<file path="src/rtl/aims_pkg.sv">
// Shared constants and types for the analog input motion scaler
package aims_pkg;
  localparam int ADC_W  = 12;
  localparam int DATA_W = 32;
  localparam int FRAC_W = 16;
  localparam int DEG_W  = 3;
  localparam int CNT_W  = 5;
  localparam int ST_W   = 4;
  localparam int CTRL_W = 12;
  localparam int ADDR_W = 8;

  // APB byte offsets
  localparam logic [ADDR_W-1:0] OFS_CTRL    = 8'h00;
  localparam logic [ADDR_W-1:0] OFS_IN_MAX  = 8'h04;
  localparam logic [ADDR_W-1:0] OFS_NEU_MAX = 8'h08;
  localparam logic [ADDR_W-1:0] OFS_NEU_MIN = 8'h0C;
  localparam logic [ADDR_W-1:0] OFS_IN_MIN  = 8'h10;
  localparam logic [ADDR_W-1:0] OFS_TGT_MAX = 8'h14;
  localparam logic [ADDR_W-1:0] OFS_TGT_MIN = 8'h18;
  localparam logic [ADDR_W-1:0] OFS_STATUS  = 8'h1C;
  localparam logic [ADDR_W-1:0] OFS_MASK    = 8'h20;
  localparam logic [ADDR_W-1:0] OFS_TARGET  = 8'h24;
  localparam logic [ADDR_W-1:0] OFS_INPUT   = 8'h28;

  localparam logic [1:0] MODE_OFF = 2'h0;
  localparam logic [1:0] MODE_POS = 2'h1;
  localparam logic [1:0] MODE_SPD = 2'h2;

  // Status bit positions
  localparam int ST_LEARN  = 0;
  localparam int ST_TARGET = 1;
  localparam int ST_SAFE   = 2;
  localparam int ST_ERRCLR = 3;

  localparam logic [ADC_W-1:0]  IN_MAX_RST  = 12'hFFF;
  localparam logic [ADC_W-1:0]  NEU_MAX_RST = 12'h820;
  localparam logic [ADC_W-1:0]  NEU_MIN_RST = 12'h7E0;
  localparam logic [ADC_W-1:0]  IN_MIN_RST  = 12'h000;
  localparam logic [DATA_W-1:0] TGT_MAX_RST = 32'h000000C8;
  localparam logic [DATA_W-1:0] TGT_MIN_RST = 32'hFFFFFF38;
  localparam logic [DEG_W-1:0]  DEG_ONE     = 3'h1;
  localparam logic [FRAC_W:0]   FRAC_ONE    = 17'h10000;
  localparam logic [CNT_W-1:0]  DIV_STEPS   = 5'h10;
  localparam logic [CNT_W-1:0]  CNT_ONE     = 5'h01;

  typedef struct packed {
    logic [DEG_W-1:0] degree;
    logic [2:0]       ustep_log2;
    logic             microstep_en;
    logic             dis_safe_start;
    logic             inv_motor;
    logic             inv_input;
    logic [1:0]       mode;
  } aims_ctrl_t;

  localparam aims_ctrl_t CTRL_RST = '{degree: DEG_ONE, default: '0};

  typedef struct packed {
    logic [ADC_W-1:0]  in_max;
    logic [ADC_W-1:0]  neu_max;
    logic [ADC_W-1:0]  neu_min;
    logic [ADC_W-1:0]  in_min;
    logic [DATA_W-1:0] tgt_max;
    logic [DATA_W-1:0] tgt_min;
    logic [DEG_W-1:0]  degree;
    logic              inv_input;
  } aims_scale_cfg_t;

  typedef enum logic [2:0] {
    SC_IDLE = 3'h0,
    SC_DIV  = 3'h1,
    SC_POW  = 3'h3,
    SC_MUL  = 3'h2,
    SC_DONE = 3'h6
  } aims_sc_state_t;
endpackage : aims_pkg

</file>
<file path="src/rtl/aims_top.sv">
// Analog input motion scaler: APB registers, learning, safe start, outputs
// Summary of operation
// - At power-up position mode learns current position from input, without moving.
// - After an error clears, position mode discards position and re-learns it.
// - Any analog mode drives the serial clock pin high to feed a potentiometer.
// - Position mode maps neutral to zero, input extremes to target limits.
// - Speed mode maps neutral to zero velocity, extremes to target velocity limits.
// - Scaling uses input max, neutral upper and lower, input min, invert flag.
// - Target maximum resets to 200, target minimum to -200.
// - With microstepping enabled, position limits are in microsteps, not full steps.
// - Speed mode holds motor de-energized, flags violation, until input seen neutral.
// - Disable-safe-start setting skips the neutral requirement before motion.
// - Invert-motor-direction setting reverses the physical step direction always.
// - Scaling degree resets to linear; higher degrees refine resolution near neutral.
//
// Design decisions made here: the APB register port and the register addresses.
`timescale 1ns/100ps
module aims_top (
  input  wire logic                       sys_clk,         // System clock, 25 MHz
  input  wire logic                       rst,             // Synchronous reset
  input  wire logic                       ce,              // Clock enable
  input  wire logic                       psel,            // APB select
  input  wire logic                       penable,         // APB enable
  input  wire logic                       pwrite,          // APB write
  input  wire logic [aims_pkg::ADDR_W-1:0] paddr,          // APB byte address
  input  wire logic [aims_pkg::DATA_W-1:0] pwdata,         // APB write data
  output logic [aims_pkg::DATA_W-1:0]     prdata,          // APB read data
  output logic                            pready,          // APB ready
  output logic                            pslverr,         // APB error
  input  wire logic [aims_pkg::ADC_W-1:0] ain_sample,      // Converted analog_input_pin
  input  wire logic                       ain_valid,       // Sample strobe
  input  wire logic                       fault_in,        // Error condition pin
  input  wire logic                       scl_i,           // Serial clock pin level
  output logic                            scl_o,           // Serial clock pin drive
  output logic                            scl_oe_n,        // Serial clock enable, low drives
  output logic [aims_pkg::DATA_W-1:0]     target_value,    // Target or learned position
  output logic                            target_stb,      // New target this cycle
  output logic                            set_pos_stb,     // Load current position
  output logic                            target_is_speed, // Target is a velocity
  output logic                            motor_energize,  // Motor may be energized
  output logic                            safe_start_viol, // Safe-start violation
  output logic                            motor_dir_inv,   // Reverse step direction
  output logic                            irq              // Interrupt, active high
);
  import aims_pkg::*;

  aims_ctrl_t       ctrl_r;
  logic [ADC_W-1:0] in_max_r;
  logic [ADC_W-1:0] neu_max_r;
  logic [ADC_W-1:0] neu_min_r;
  logic [ADC_W-1:0] in_min_r;
  logic [DATA_W-1:0] tgt_max_r;
  logic [DATA_W-1:0] tgt_min_r;
  logic [ST_W-1:0]  status_r;
  logic [ST_W-1:0]  mask_r;
  logic [ST_W-1:0]  ev_c;
  logic [ST_W-1:0]  w1c_c;
  logic [1:0]       pin_s1;
  logic [1:0]       pin_s2;
  logic [1:0]       pin_s3;
  logic [1:0]       pin_r;
  logic             fault_d_r;
  logic             fault_fall;
  logic [1:0]       mode_d_r;
  logic             mode_chg;
  logic             learn_pend_r;
  logic             armed_r;
  logic             safe_ok;
  logic [ADC_W-1:0] sample_r;
  logic             in_band;
  logic             sc_start;
  logic             sc_busy;
  logic             sc_done;
  logic             sc_fin;
  logic [DATA_W-1:0] sc_res;
  logic [DATA_W-1:0] scaled_c;
  logic             is_pos;
  logic             is_spd;
  logic             wr_en;
  logic             setup;
  aims_scale_cfg_t  scfg;

  // One decoder serves both the write enable and the error answer
  function automatic logic addr_ok(input logic [ADDR_W-1:0] a);
    if (a == OFS_CTRL) addr_ok = 1'b1;
    else if (a == OFS_IN_MAX) addr_ok = 1'b1;
    else if (a == OFS_NEU_MAX) addr_ok = 1'b1;
    else if (a == OFS_NEU_MIN) addr_ok = 1'b1;
    else if (a == OFS_IN_MIN) addr_ok = 1'b1;
    else if (a == OFS_TGT_MAX) addr_ok = 1'b1;
    else if (a == OFS_TGT_MIN) addr_ok = 1'b1;
    else if (a == OFS_STATUS) addr_ok = 1'b1;
    else if (a == OFS_MASK) addr_ok = 1'b1;
    else if (a == OFS_TARGET) addr_ok = 1'b1;
    else if (a == OFS_INPUT) addr_ok = 1'b1;
    else addr_ok = 1'b0;
  endfunction : addr_ok

  assign is_pos     = ctrl_r.mode == MODE_POS;
  assign is_spd     = ctrl_r.mode == MODE_SPD;
  assign setup      = psel && !penable;
  assign wr_en      = psel && penable && pwrite && addr_ok(paddr);
  assign pready     = 1'b1;
  assign pslverr    = psel && penable && !addr_ok(paddr);
  assign w1c_c      = (wr_en && paddr == OFS_STATUS) ? pwdata[ST_W-1:0] : '0;

  // Pin synchronisers: a change counts once stages two and three agree
  generate
    for (genvar i = 0; i < 2; i++) begin : g_sync
      always_ff @(posedge sys_clk) begin
        if (rst) begin
          pin_s1[i] <= 1'b0;
          pin_s2[i] <= 1'b0;
          pin_s3[i] <= 1'b0;
          pin_r[i]  <= 1'b0;
        end else if (ce) begin
          pin_s1[i] <= (i == 0) ? fault_in : scl_i;
          pin_s2[i] <= pin_s1[i];
          pin_s3[i] <= pin_s2[i];
          if (pin_s2[i] == pin_s3[i]) pin_r[i] <= pin_s3[i];
        end
      end
    end
  endgenerate

  assign fault_fall = fault_d_r && !pin_r[0];
  assign mode_chg   = ctrl_r.mode != mode_d_r;

  // Configuration registers
  always_ff @(posedge sys_clk) begin
    if (rst) begin
      ctrl_r    <= CTRL_RST;
      in_max_r  <= IN_MAX_RST;
      neu_max_r <= NEU_MAX_RST;
      neu_min_r <= NEU_MIN_RST;
      in_min_r  <= IN_MIN_RST;
      tgt_max_r <= TGT_MAX_RST;
      tgt_min_r <= TGT_MIN_RST;
      mask_r    <= '0;
    end else if (ce && wr_en) begin
      if (paddr == OFS_CTRL) ctrl_r <= aims_ctrl_t'(pwdata[CTRL_W-1:0]);
      else if (paddr == OFS_IN_MAX) in_max_r <= pwdata[ADC_W-1:0];
      else if (paddr == OFS_NEU_MAX) neu_max_r <= pwdata[ADC_W-1:0];
      else if (paddr == OFS_NEU_MIN) neu_min_r <= pwdata[ADC_W-1:0];
      else if (paddr == OFS_IN_MIN) in_min_r <= pwdata[ADC_W-1:0];
      else if (paddr == OFS_TGT_MAX) tgt_max_r <= pwdata;
      else if (paddr == OFS_TGT_MIN) tgt_min_r <= pwdata;
      else if (paddr == OFS_MASK) mask_r <= pwdata[ST_W-1:0];
    end
  end

  // Read data is latched in the setup phase so it is a flop during access
  always_ff @(posedge sys_clk) begin
    if (rst) begin
      prdata <= '0;
    end else if (ce && setup) begin
      if (paddr == OFS_CTRL) prdata <= DATA_W'(ctrl_r);
      else if (paddr == OFS_IN_MAX) prdata <= DATA_W'(in_max_r);
      else if (paddr == OFS_NEU_MAX) prdata <= DATA_W'(neu_max_r);
      else if (paddr == OFS_NEU_MIN) prdata <= DATA_W'(neu_min_r);
      else if (paddr == OFS_IN_MIN) prdata <= DATA_W'(in_min_r);
      else if (paddr == OFS_TGT_MAX) prdata <= tgt_max_r;
      else if (paddr == OFS_TGT_MIN) prdata <= tgt_min_r;
      else if (paddr == OFS_STATUS) prdata <= DATA_W'(status_r);
      else if (paddr == OFS_MASK) prdata <= DATA_W'(mask_r);
      else if (paddr == OFS_TARGET) prdata <= target_value;
      else if (paddr == OFS_INPUT) prdata <= {12'h000, armed_r, learn_pend_r,
                                               pin_r, 4'h0, sample_r};
      else prdata <= '0;
    end
  end

  // Scaler hand-off: a new sample is taken only when the scaler is idle
  assign sc_start = ain_valid && !sc_busy && (ctrl_r.mode != MODE_OFF);
  assign sc_fin   = sc_done && ce;
  assign in_band  = (sample_r >= neu_min_r) && (sample_r <= neu_max_r);

  always_ff @(posedge sys_clk) begin
    if (rst) sample_r <= '0;
    else if (ce && sc_start) sample_r <= ain_sample;
  end

  always_comb begin
    scfg.in_max    = in_max_r;
    scfg.neu_max   = neu_max_r;
    scfg.neu_min   = neu_min_r;
    scfg.in_min    = in_min_r;
    scfg.tgt_max   = tgt_max_r;
    scfg.tgt_min   = tgt_min_r;
    scfg.degree    = ctrl_r.degree;
    scfg.inv_input = ctrl_r.inv_input;
  end

  aims_scaler u_scaler (
    .sys_clk (sys_clk),
    .rst     (rst),
    .ce      (ce),
    .start   (sc_start),
    .sample  (ain_sample),
    .cfg     (scfg),
    .busy    (sc_busy),
    .done    (sc_done),
    .result  (sc_res)
  );

  // Full-step limits become microsteps for a step generator that counts them
  assign scaled_c = (is_pos && !ctrl_r.microstep_en) ? (sc_res << ctrl_r.ustep_log2)
                                                     : sc_res;

  // Learning and safe-start state
  always_ff @(posedge sys_clk) begin
    if (rst) begin
      fault_d_r    <= 1'b0;
      mode_d_r     <= MODE_OFF;
      learn_pend_r <= 1'b1;
      armed_r      <= 1'b0;
    end else if (ce) begin
      fault_d_r <= pin_r[0];
      mode_d_r  <= ctrl_r.mode;
      if (pin_r[0] || fault_fall || mode_chg) learn_pend_r <= 1'b1;
      else if (sc_done && is_pos) learn_pend_r <= 1'b0;
      if (pin_r[0] || mode_chg) armed_r <= 1'b0;
      else if (sc_done && in_band) armed_r <= 1'b1;
    end
  end

  // Arming left over from another mode must not energize the first speed cycle
  assign safe_ok = ctrl_r.dis_safe_start || (armed_r && !mode_chg);

  // Output stage: a learned position is loaded, never chased
  always_ff @(posedge sys_clk) begin
    if (rst) begin
      target_value <= '0;
      target_stb   <= 1'b0;
      set_pos_stb  <= 1'b0;
    end else if (ce) begin
      target_stb  <= 1'b0;
      set_pos_stb <= 1'b0;
      if (sc_done && !pin_r[0]) begin
        if (is_pos && learn_pend_r) begin
          target_value <= scaled_c;
          set_pos_stb  <= 1'b1;
        end else if (!is_spd || safe_ok) begin
          target_value <= scaled_c;
          target_stb   <= 1'b1;
        end else begin
          target_value <= '0;
        end
      end
    end
  end

  assign target_is_speed = is_spd;
  assign motor_dir_inv   = ctrl_r.inv_motor;
  assign safe_start_viol = is_spd && !safe_ok;
  assign motor_energize  = (ctrl_r.mode != MODE_OFF) && !pin_r[0]
                           && !(is_spd && !safe_ok);
  // A potentiometer across the clock pin and ground needs a steady supply
  assign scl_o           = ctrl_r.mode != MODE_OFF;
  assign scl_oe_n        = ctrl_r.mode == MODE_OFF;

  // Sticky events; a set in the clear cycle wins
  always_comb begin
    ev_c            = '0;
    ev_c[ST_LEARN]  = set_pos_stb;
    ev_c[ST_TARGET] = target_stb;
    ev_c[ST_SAFE]   = sc_done && !pin_r[0] && is_spd && !safe_ok;
    ev_c[ST_ERRCLR] = fault_fall;
  end

  always_ff @(posedge sys_clk) begin
    if (rst) status_r <= '0;
    else if (ce) status_r <= (status_r & ~w1c_c) | ev_c;
  end

  assign irq = |(status_r & mask_r);
endmodule : aims_top

</file>
<file path="src/rtl/aims_scaler.sv">
// Sequential scaler from one analog sample to a signed target
`timescale 1ns/100ps
module aims_scaler (
  input  wire logic                     sys_clk,  // System clock
  input  wire logic                     rst,      // Synchronous reset
  input  wire logic                     ce,       // Clock enable
  input  wire logic                     start,    // Begin scaling sample
  input  wire logic [aims_pkg::ADC_W-1:0] sample, // Sample to scale
  input  wire aims_pkg::aims_scale_cfg_t cfg,     // Scaling settings
  output logic                          busy,     // Scaling in progress
  output logic                          done,     // Result valid this cycle
  output logic [aims_pkg::DATA_W-1:0]   result    // Signed scaled target
);
  import aims_pkg::*;

  aims_sc_state_t           state_r;
  logic                     pos_r;
  logic [ADC_W-1:0]         den_r;
  logic [ADC_W:0]           rem_r;
  logic [FRAC_W:0]          frac_r;
  logic [FRAC_W:0]          acc_r;
  logic [CNT_W-1:0]         cnt_r;
  logic [DEG_W-1:0]         pow_r;
  logic                     above;
  logic                     below;
  logic [ADC_W-1:0]         clip_hi;
  logic [ADC_W-1:0]         clip_lo;
  logic [ADC_W-1:0]         d_c;
  logic [ADC_W-1:0]         den_c;
  logic [ADC_W:0]           rem_sh;
  logic [2*FRAC_W+1:0]      p_pow;
  logic [DATA_W-1:0]        mag_c;
  logic [FRAC_W+DATA_W:0]   p_mul;
  logic [DATA_W-1:0]        m_c;

  always_comb begin
    above   = sample > cfg.neu_max;
    below   = sample < cfg.neu_min;
    clip_hi = (sample > cfg.in_max) ? cfg.in_max : sample;
    clip_lo = (sample < cfg.in_min) ? cfg.in_min : sample;
    if (above) begin
      d_c   = clip_hi - cfg.neu_max;
      den_c = cfg.in_max - cfg.neu_max;
    end else begin
      d_c   = cfg.neu_min - clip_lo;
      den_c = cfg.neu_min - cfg.in_min;
    end
  end

  assign rem_sh = {rem_r[ADC_W-1:0], 1'b0};
  assign p_pow  = acc_r * frac_r;
  // Negating the lower limit as unsigned keeps the most negative value exact
  assign mag_c  = pos_r ? cfg.tgt_max : (DATA_W'(0) - cfg.tgt_min);
  assign p_mul  = acc_r * mag_c;
  assign m_c    = p_mul[FRAC_W+DATA_W-1:FRAC_W];
  assign busy   = state_r != SC_IDLE;
  assign done   = state_r == SC_DONE;

  always_ff @(posedge sys_clk) begin
    if (rst) begin
      state_r <= SC_IDLE;
      pos_r   <= 1'b0;
      den_r   <= '0;
      rem_r   <= '0;
      frac_r  <= '0;
      acc_r   <= '0;
      cnt_r   <= '0;
      pow_r   <= '0;
      result  <= '0;
    end else if (ce) begin
      case (state_r)
        SC_IDLE: if (start) begin
          pos_r  <= above ^ cfg.inv_input;
          acc_r  <= FRAC_ONE;
          pow_r  <= (cfg.degree == '0) ? DEG_ONE : cfg.degree;
          den_r  <= den_c;
          rem_r  <= {1'b0, d_c};
          frac_r <= '0;
          cnt_r  <= DIV_STEPS;
          if (!above && !below) begin
            result  <= '0;
            state_r <= SC_DONE;
          end else if (d_c >= den_c) begin
            frac_r  <= FRAC_ONE;
            state_r <= SC_POW;
          end else begin
            state_r <= SC_DIV;
          end
        end
        SC_DIV: begin
          if (rem_sh >= {1'b0, den_r}) begin
            rem_r  <= rem_sh - {1'b0, den_r};
            frac_r <= {frac_r[FRAC_W-1:0], 1'b1};
          end else begin
            rem_r  <= rem_sh;
            frac_r <= {frac_r[FRAC_W-1:0], 1'b0};
          end
          cnt_r <= cnt_r - 1'b1;
          if (cnt_r == CNT_ONE) state_r <= SC_POW;
        end
        SC_POW: begin
          // Raising the fraction to the degree flattens the curve near neutral
          if (pow_r == '0) begin
            state_r <= SC_MUL;
          end else begin
            acc_r <= p_pow[2*FRAC_W:FRAC_W];
            pow_r <= pow_r - 1'b1;
          end
        end
        SC_MUL: begin
          result  <= pos_r ? m_c : (DATA_W'(0) - m_c);
          state_r <= SC_DONE;
        end
        default: state_r <= SC_IDLE;
      endcase
    end
  end
endmodule : aims_scaler

</file>
<file path="config.mk">
export PLATFORM = sky130hd
export DESIGN_NAME = aims_top
export DESIGN_NICKNAME = d
export VERILOG_FILES = /design/src/rtl/aims_pkg.sv /design/src/rtl/aims_top.sv /design/src/rtl/aims_scaler.sv
export SDC_FILE = /design/constraint.sdc
export NUM_CORES = 2
export LEC_CHECK = 0
export ABC_AREA = 0
export BUFFER_PORTS_ARGS = -buffer_cell sky130_fd_sc_hd__buf_2
export CAP_MARGIN = 30
export CORE_MARGIN = 4
export CORE_UTILIZATION = 44
export CTS_CLUSTER_DIAMETER = 50
export DETAILED_ROUTE_END_ITERATION = 10
export GPL_TIMING_DRIVEN = 0
export REMOVE_ABC_BUFFERS = 1
export SETUP_SLACK_MARGIN = 0.2
export SKIP_CTS_REPAIR_TIMING = 1
export SLEW_MARGIN = 20
export SYNTH_ARGS = -nofsm -noshare
export SYNTH_HDL_FRONTEND = slang
export SYNTH_SLANG_ARGS = --single-unit
</file>
<file path="constraint.sdc">
create_clock -name sys_clk -period 13.5 [get_ports sys_clk]
set_input_delay 0.675 -clock sys_clk [delete_from_list [all_inputs] [get_ports sys_clk]]
set_output_delay 0.675 -clock sys_clk [all_outputs]
set_load 0.05 [all_outputs]
</file>
==> Yosys cells after proc, flatten, opt, wreduce, memory -nomap -nowiden <==
Cells that the tools add are included.
{ "classes": {"add_sub_neg": 9, "mul": 2, "magnitude_cmp": 8, "eq_ne": 25, "shift": 1, "mux": 67, "bitwise": 12, "reduce_logical": 72} }
{ "ops": {"columns": ["op", "n"], "rows": [
  ["$mux 32", 17],
  ["$mux 17", 5],
  ["$mux 12", 6],
  ["$pmux 17 s2", 2],
  ["$pmux 32 s2", 1],
  ["$sub 1x32->32 const A", 2],
  ["$sub 12x12->12", 5],
  ["$mul 17x32->48", 1],
  ["$mul 17x17->33", 1],
  ["$eq 8x5->1 const B", 4],
  ["$shl 32x3->32", 1],
  ["$logic_and 1x1->1", 25],
  ["$eq 8x6->1 const B", 3],
  ["$ge 12x12->1", 2],
  ["$gt 12x12->1", 2],
  ["$lt 12x12->1", 2],
  ["$pmux 12 s2", 1],
  ["$mux 1", 21],
  ["$mux 3", 7],
  ["$mux 20", 1],
  ["$eq 8x4->1 const B", 2],
  ["$reduce_and 4->1", 4],
  ["$ge 13x12->1", 1],
  ["$le 12x12->1", 1],
  ["other kinds (39)", 79]
]} }
{ "totals": {"register_bits": 325, "out_inout_bits": 75} }

==> Depth between registers and ports, before layout <==
{ "logic_depth": {"ltp_word": 18, "ltp_mapped": 38, "ltp_nobuf": 35} }

==> Cells and area by module <==
Synthesis repeated with hierarchy kept, for this count alone.
{ "unflattened": {"cells_unflattened": 5787, "area_unflattened_um2": 47484.3} }
{ "by_module_without_submodules": {"columns": ["module", "n_inst", "cells_per_inst", "area_per_inst_um2"], "rows": [
  ["aims_scaler", 1, 4341, 35890.7],
  ["aims_top", 1, 1446, 11593.6]
]} }

==> Least setup slack after synthesis <==
No wires, ideal clock.
{ "synth_path": {"path_type": "reg2reg", "start": "reg tgt_min_r[0]", "end": "reg u_scaler.result[29] (netlist bit)", "setup_ps": 117, "arrival_ps": 9359, "required_time_ps": 13383, "setup_slack_ps": 4024, "path_stages_with_launch": 37, "cell_sequence": "dfxtp_1 > inv_1 > ha_1 > nor3b_1 > nand2_1 > or2_2 > nor3_1 > nand2_1 > or2_2 > clkbuf_1 > nor4_1 > xor2_1 > o21ai_1 > clkbuf_1 > nand2_1 > fa_1 > fa_1 > fa_1 > inv_1 > fa_1 > fa_1 > inv_1 > fa_1 > inv_1 > ha_1 > clkbuf_1 > a21oi_1 > o21bai_1 > a21oi_1 > or4b_4 > a41o_1 > xor2_1 > or4_4 > nor4b_4 > a41oi_1 > xor2_1 > a22o_1"} }
{ "synth_via": {"elab_chain_len": 6} }
{ "synth_lines": {"columns": ["item", "line_no", "rtl"], "rows": [
  ["start, declared", "aims_top.sv:53", "logic [DATA_W-1:0] tgt_min_r;"],
  ["start signal, assigned", "aims_top.sv:147", "else if (paddr == OFS_TGT_MIN) tgt_min_r <= pwdata;"],
  ["$sub 1x32->32 (*)", "aims_scaler.sv:53", "assign mag_c = pos_r ? cfg.tgt_max : (DATA_W'(0) - cfg.tgt_min);"],
  ["$mux 32 (*)", "aims_scaler.sv:53", null],
  ["$mul 17x32->48 (*)", "aims_scaler.sv:54", "assign p_mul = acc_r * mag_c;"],
  ["$sub 1x32->32", "aims_scaler.sv:111", "result <= pos_r ? m_c : (DATA_W'(0) - m_c);"],
  ["$mux 32 (*)", "aims_scaler.sv:111", null],
  ["$pmux 32 s2 (*)", "aims_scaler.sv:71", "case (state_r)"],
  ["end signal, assigned", "aims_scaler.sv:111", null],
  ["end, declared", "aims_scaler.sv:12", "output logic [aims_pkg::DATA_W-1:0] result"]
]} }
Mark *: on every way between the ends. The rest lies on a longest branch, timed or not.
A chain may end at the register's enable or synchronous reset.

==> Worst setup path in the final report <==
{ "layout_path": {"start": "reg tgt_min_r[0]", "end": "reg u_scaler.result[31] (netlist bit)"} }
The elaborated chain is that of the path after synthesis.

==> impl_metrics.py <==
metrics = {
    "floorplanning": {
        "start_util_pct": 44.4,
        "die-width_um": 332,
        "die_area_sq_mm": 0.110,
        "coreArea_sq_mm": 0.104,
        "rows": 118,
        "die_h_um": 332,
        "io_pins": 136,
    },
    "detailed_routing": {
        "drt-pass1-iter-count": 6,
        "drt_iter0_drc": 2769,
        "vias_per_cell": 5.56,
        "drt-total-wl_um": 134000,
        "routedWlPerCell_um": 19.4,
        "vias": 38389,
        "ant_nets": 0,
        "drc_errors": 0,
    },
    "critical_path": {
        "r2r-start": "tgt_min_r[0]",
        "path_depth": 34,
        "reg2reg_slack_ps": 2310,
        "cp-end-kind": "flip-flop",
        "rr_endpoint": "u_scaler.result[31]",
        "max_stage_delay_ps": 720,
        "startpoint": "tgt_min_r[0]",
        "cp_num_buf_inv": 5,
        "critical_path.startpoint_type": "flip-flop",
        "crit_top_cell": "fa_1",
        "arrival_ps": 11690,
        "path_delay_family": "adder cells",
        "crit_type": "flip-flop to flip-flop",
        "path_max_fanout": 11,
        "worstRegToRegCells": 34,
        "cp.required_ps": 14000,
        "critPathCapture": "u_scaler.result[31]",
        "slowest_stage": "a221oi_1",
    },
    "clock_tree": {
        "numCtsBuffers": 47,
        "clockBufferDepth": 3,
        "htreeDepth": 2,
        "cts_sinks": 325,
        "cts_tree": "built",
        "insertion_delay_ps": 620,
        "root_buffer": "clkbuf_16",
        "clk_pin_slew_ps": 60,
    },
    "placed_design": {
        "port_buffers": 134,
        "place_hpwl_um": 104000,
        "place.gp.congestion": 0.890,
    },
    "run": {
        "cap_violations": 0,
    },
    "yosys": {
        "synth_edf_count": 0,
        "synth_ff_type": "dfxtp_1",
        "yosysMostFrequentCell": "nand2_1",
        "synth.top_cells.by_area": "fa_1 (29%), dfxtp_1 (14%), ha_1 (9.9%)",
        "synth_seq_area_share_pct": 14.1,
        "synth_warnings": 0,
        "syn_area_per_cell_sq_um": 8.30,
        "synth_area_sq_mm": 0.0461,
        "ys_types": 77,
        "synth_area_leader_cell": "fa_1",
        "synthCells": 5552,
        "synth_common_cells": "nand2_1 (930), inv_1 (879), fa_1 (672)",
        "async_flop_share_pct": 0,
        "synth_top_cell_area_share_pct": 29.2,
        "ys_ff_latch": 325,
    },
    "finish": {
        "drive_above_1_share_pct": 7.61,
        "final_nets": 6578,
        "area_delta_synth_final_pct": 9.18,
    },
    "power": {
        "total_power_mw": 2.50,
        "peakVddDrop_uv": 90.7,
        "p_leak_nw": 22.9,
        "power.density_mw_per_mm2": 49.7,
    },
    "global_route": {
        "grt_usage_pct": 24.4,
        "grt_max_degree": 110,
        "grt_pass1_wl_um": 217000,
        "grt_pass1_vias": 39007,
        "antenna_found_initial": 0,
        "grt_overflow": 0,
    },
    "timing": {
        "finalHoldViolCount": 0,
        "finClkSkew_ps": 36.4,
        "setup_tns_ps": 0,
        "min_period_ps": 11190,
        "rsz0062_at_grt": "no",
        "holdWs_ps": 295,
        "slew_headroom_pct": 27.2,
        "tightest_slew_ps": 1090,
        "max_freq_ghz": 0.0894,
        "setup_viol": 0,
        "period_share_pct": 82.9,
        "slew_violations": 0,
    },
    "run_status": {
        "run_status": "finished, final reports clean",
    },
    "hold_path": {
        "min_path_type": "input port to flip-flop",
    },
}
## cell type report
type	instances	area (sq um)
fillers	10086	53500
multi-input cells	4027	35300
flip-flops and latches	325	6570
inverters	880	3310
well taps	1380	1730
repair buffers	201	1660
clock buffers	60	1330
clock inverters	27	390
diodes	1	2.50
## power breakdown
part	internal (mW)	switching [mW]	leakage, nW	total, mW
Sequential	0.961	0.00232	2.64	0.963
Combinational	0.0560	0.121	19.5	0.177
Clock	0.840	0.519	0.845	1.36
Total	1.86	0.642	22.9	2.50
## how the worst min path moves through the flow
stage          depth (start not counted)       endpoint       start  slack [ps]
2_1_floorplan                          2       pin_r[0]   pin_s3[0]         430
3_3_place_gp                           2       pin_r[0]   pin_s3[0]         450
3_5_place_dp                           2       pin_r[0]   pin_s3[0]         450
4_1_cts                                3  tgt_min_r[16]  pwdata[16]         270
5_1_grt                                3  tgt_min_r[16]  pwdata[16]         290
6_report                               3  tgt_min_r[20]  pwdata[20]         290
## state kept, by name, summed over array words and instances, names as in the netlist, 4 cells and up
signal and cells:
tgt_max_r 32, in_min_r 12, prdata 32, in_max_r 12, ctrl_r 11, u_scaler.den_r 12, u_scaler.cnt_r 5, mask_r 4
neu_min_r 12, u_scaler.result 32, u_scaler.rem_r 12, tgt_min_r 32, sample_r 12, status_r 4, neu_max_r 12, u_scaler.acc_r 17
target_value 32, u_scaler.frac_r 17
## cell usage in the layout, fill, tap and decap left out, drive strengths merged, types with 148 or more instances in the layout
cell | Yosys | routed
ha | 363 | 363
and2 | 303 | 303
fa | 672 | 672
nand2 | 930 | 930
a21oi | 232 | 232
nor2 | 295 | 295
dfxtp | 325 | 325
o21ai | 148 | 148
buf | 27 | 200
inv | 880 | 889
## cells by family after synthesis
kind of cell	Yosys count	share of synthesized area, %
mux	134	3.56
other cells	1	0.00814
flops	325	14.1
xor+xnor	144	2.74
simple gates	1853	18.4
buf+inv	1200	9.79
fa+ha+maj	1035	39.1
compound gates	860	12.3
## worst register-to-register path, delay by kind of cell (launching register included)
kind	cells	cell delay, ps
AO/OA/AOI/OAI	8	2780
adder cells (fa/ha/maj)	8	3650
buffers and inverters	5	470
AND/OR/NAND/NOR	11	3510
flip-flops	1	360
XOR/XNOR	2	280
## stage by stage
step | cell area, sq um | worst slack, ps | utilization [%] | cells
after global placement | 47300 | 673 | 45.5 | 6746
after global routing | 50300 | 1820 | 48.5 | 6900
after detailed placement | 48500 | 2530 | 46.8 | 6809
after floorplan | 44900 | 4030 | - | 5232
after CTS | 50200 | 2480 | 48.4 | 6896
final | 50300 | 2310 | 48.5 | 6901
## routing by layer
metal	share of wire, %	track usage, %	up-vias
li1	-	-	17710
met1	44	34.0	19223
met2	46	39.5	1257
met3	7.2	3.91	199
met4	2.8	6.60	0
met5	0	0	-
No activity file was read; power rests on OpenSTA's default activity.
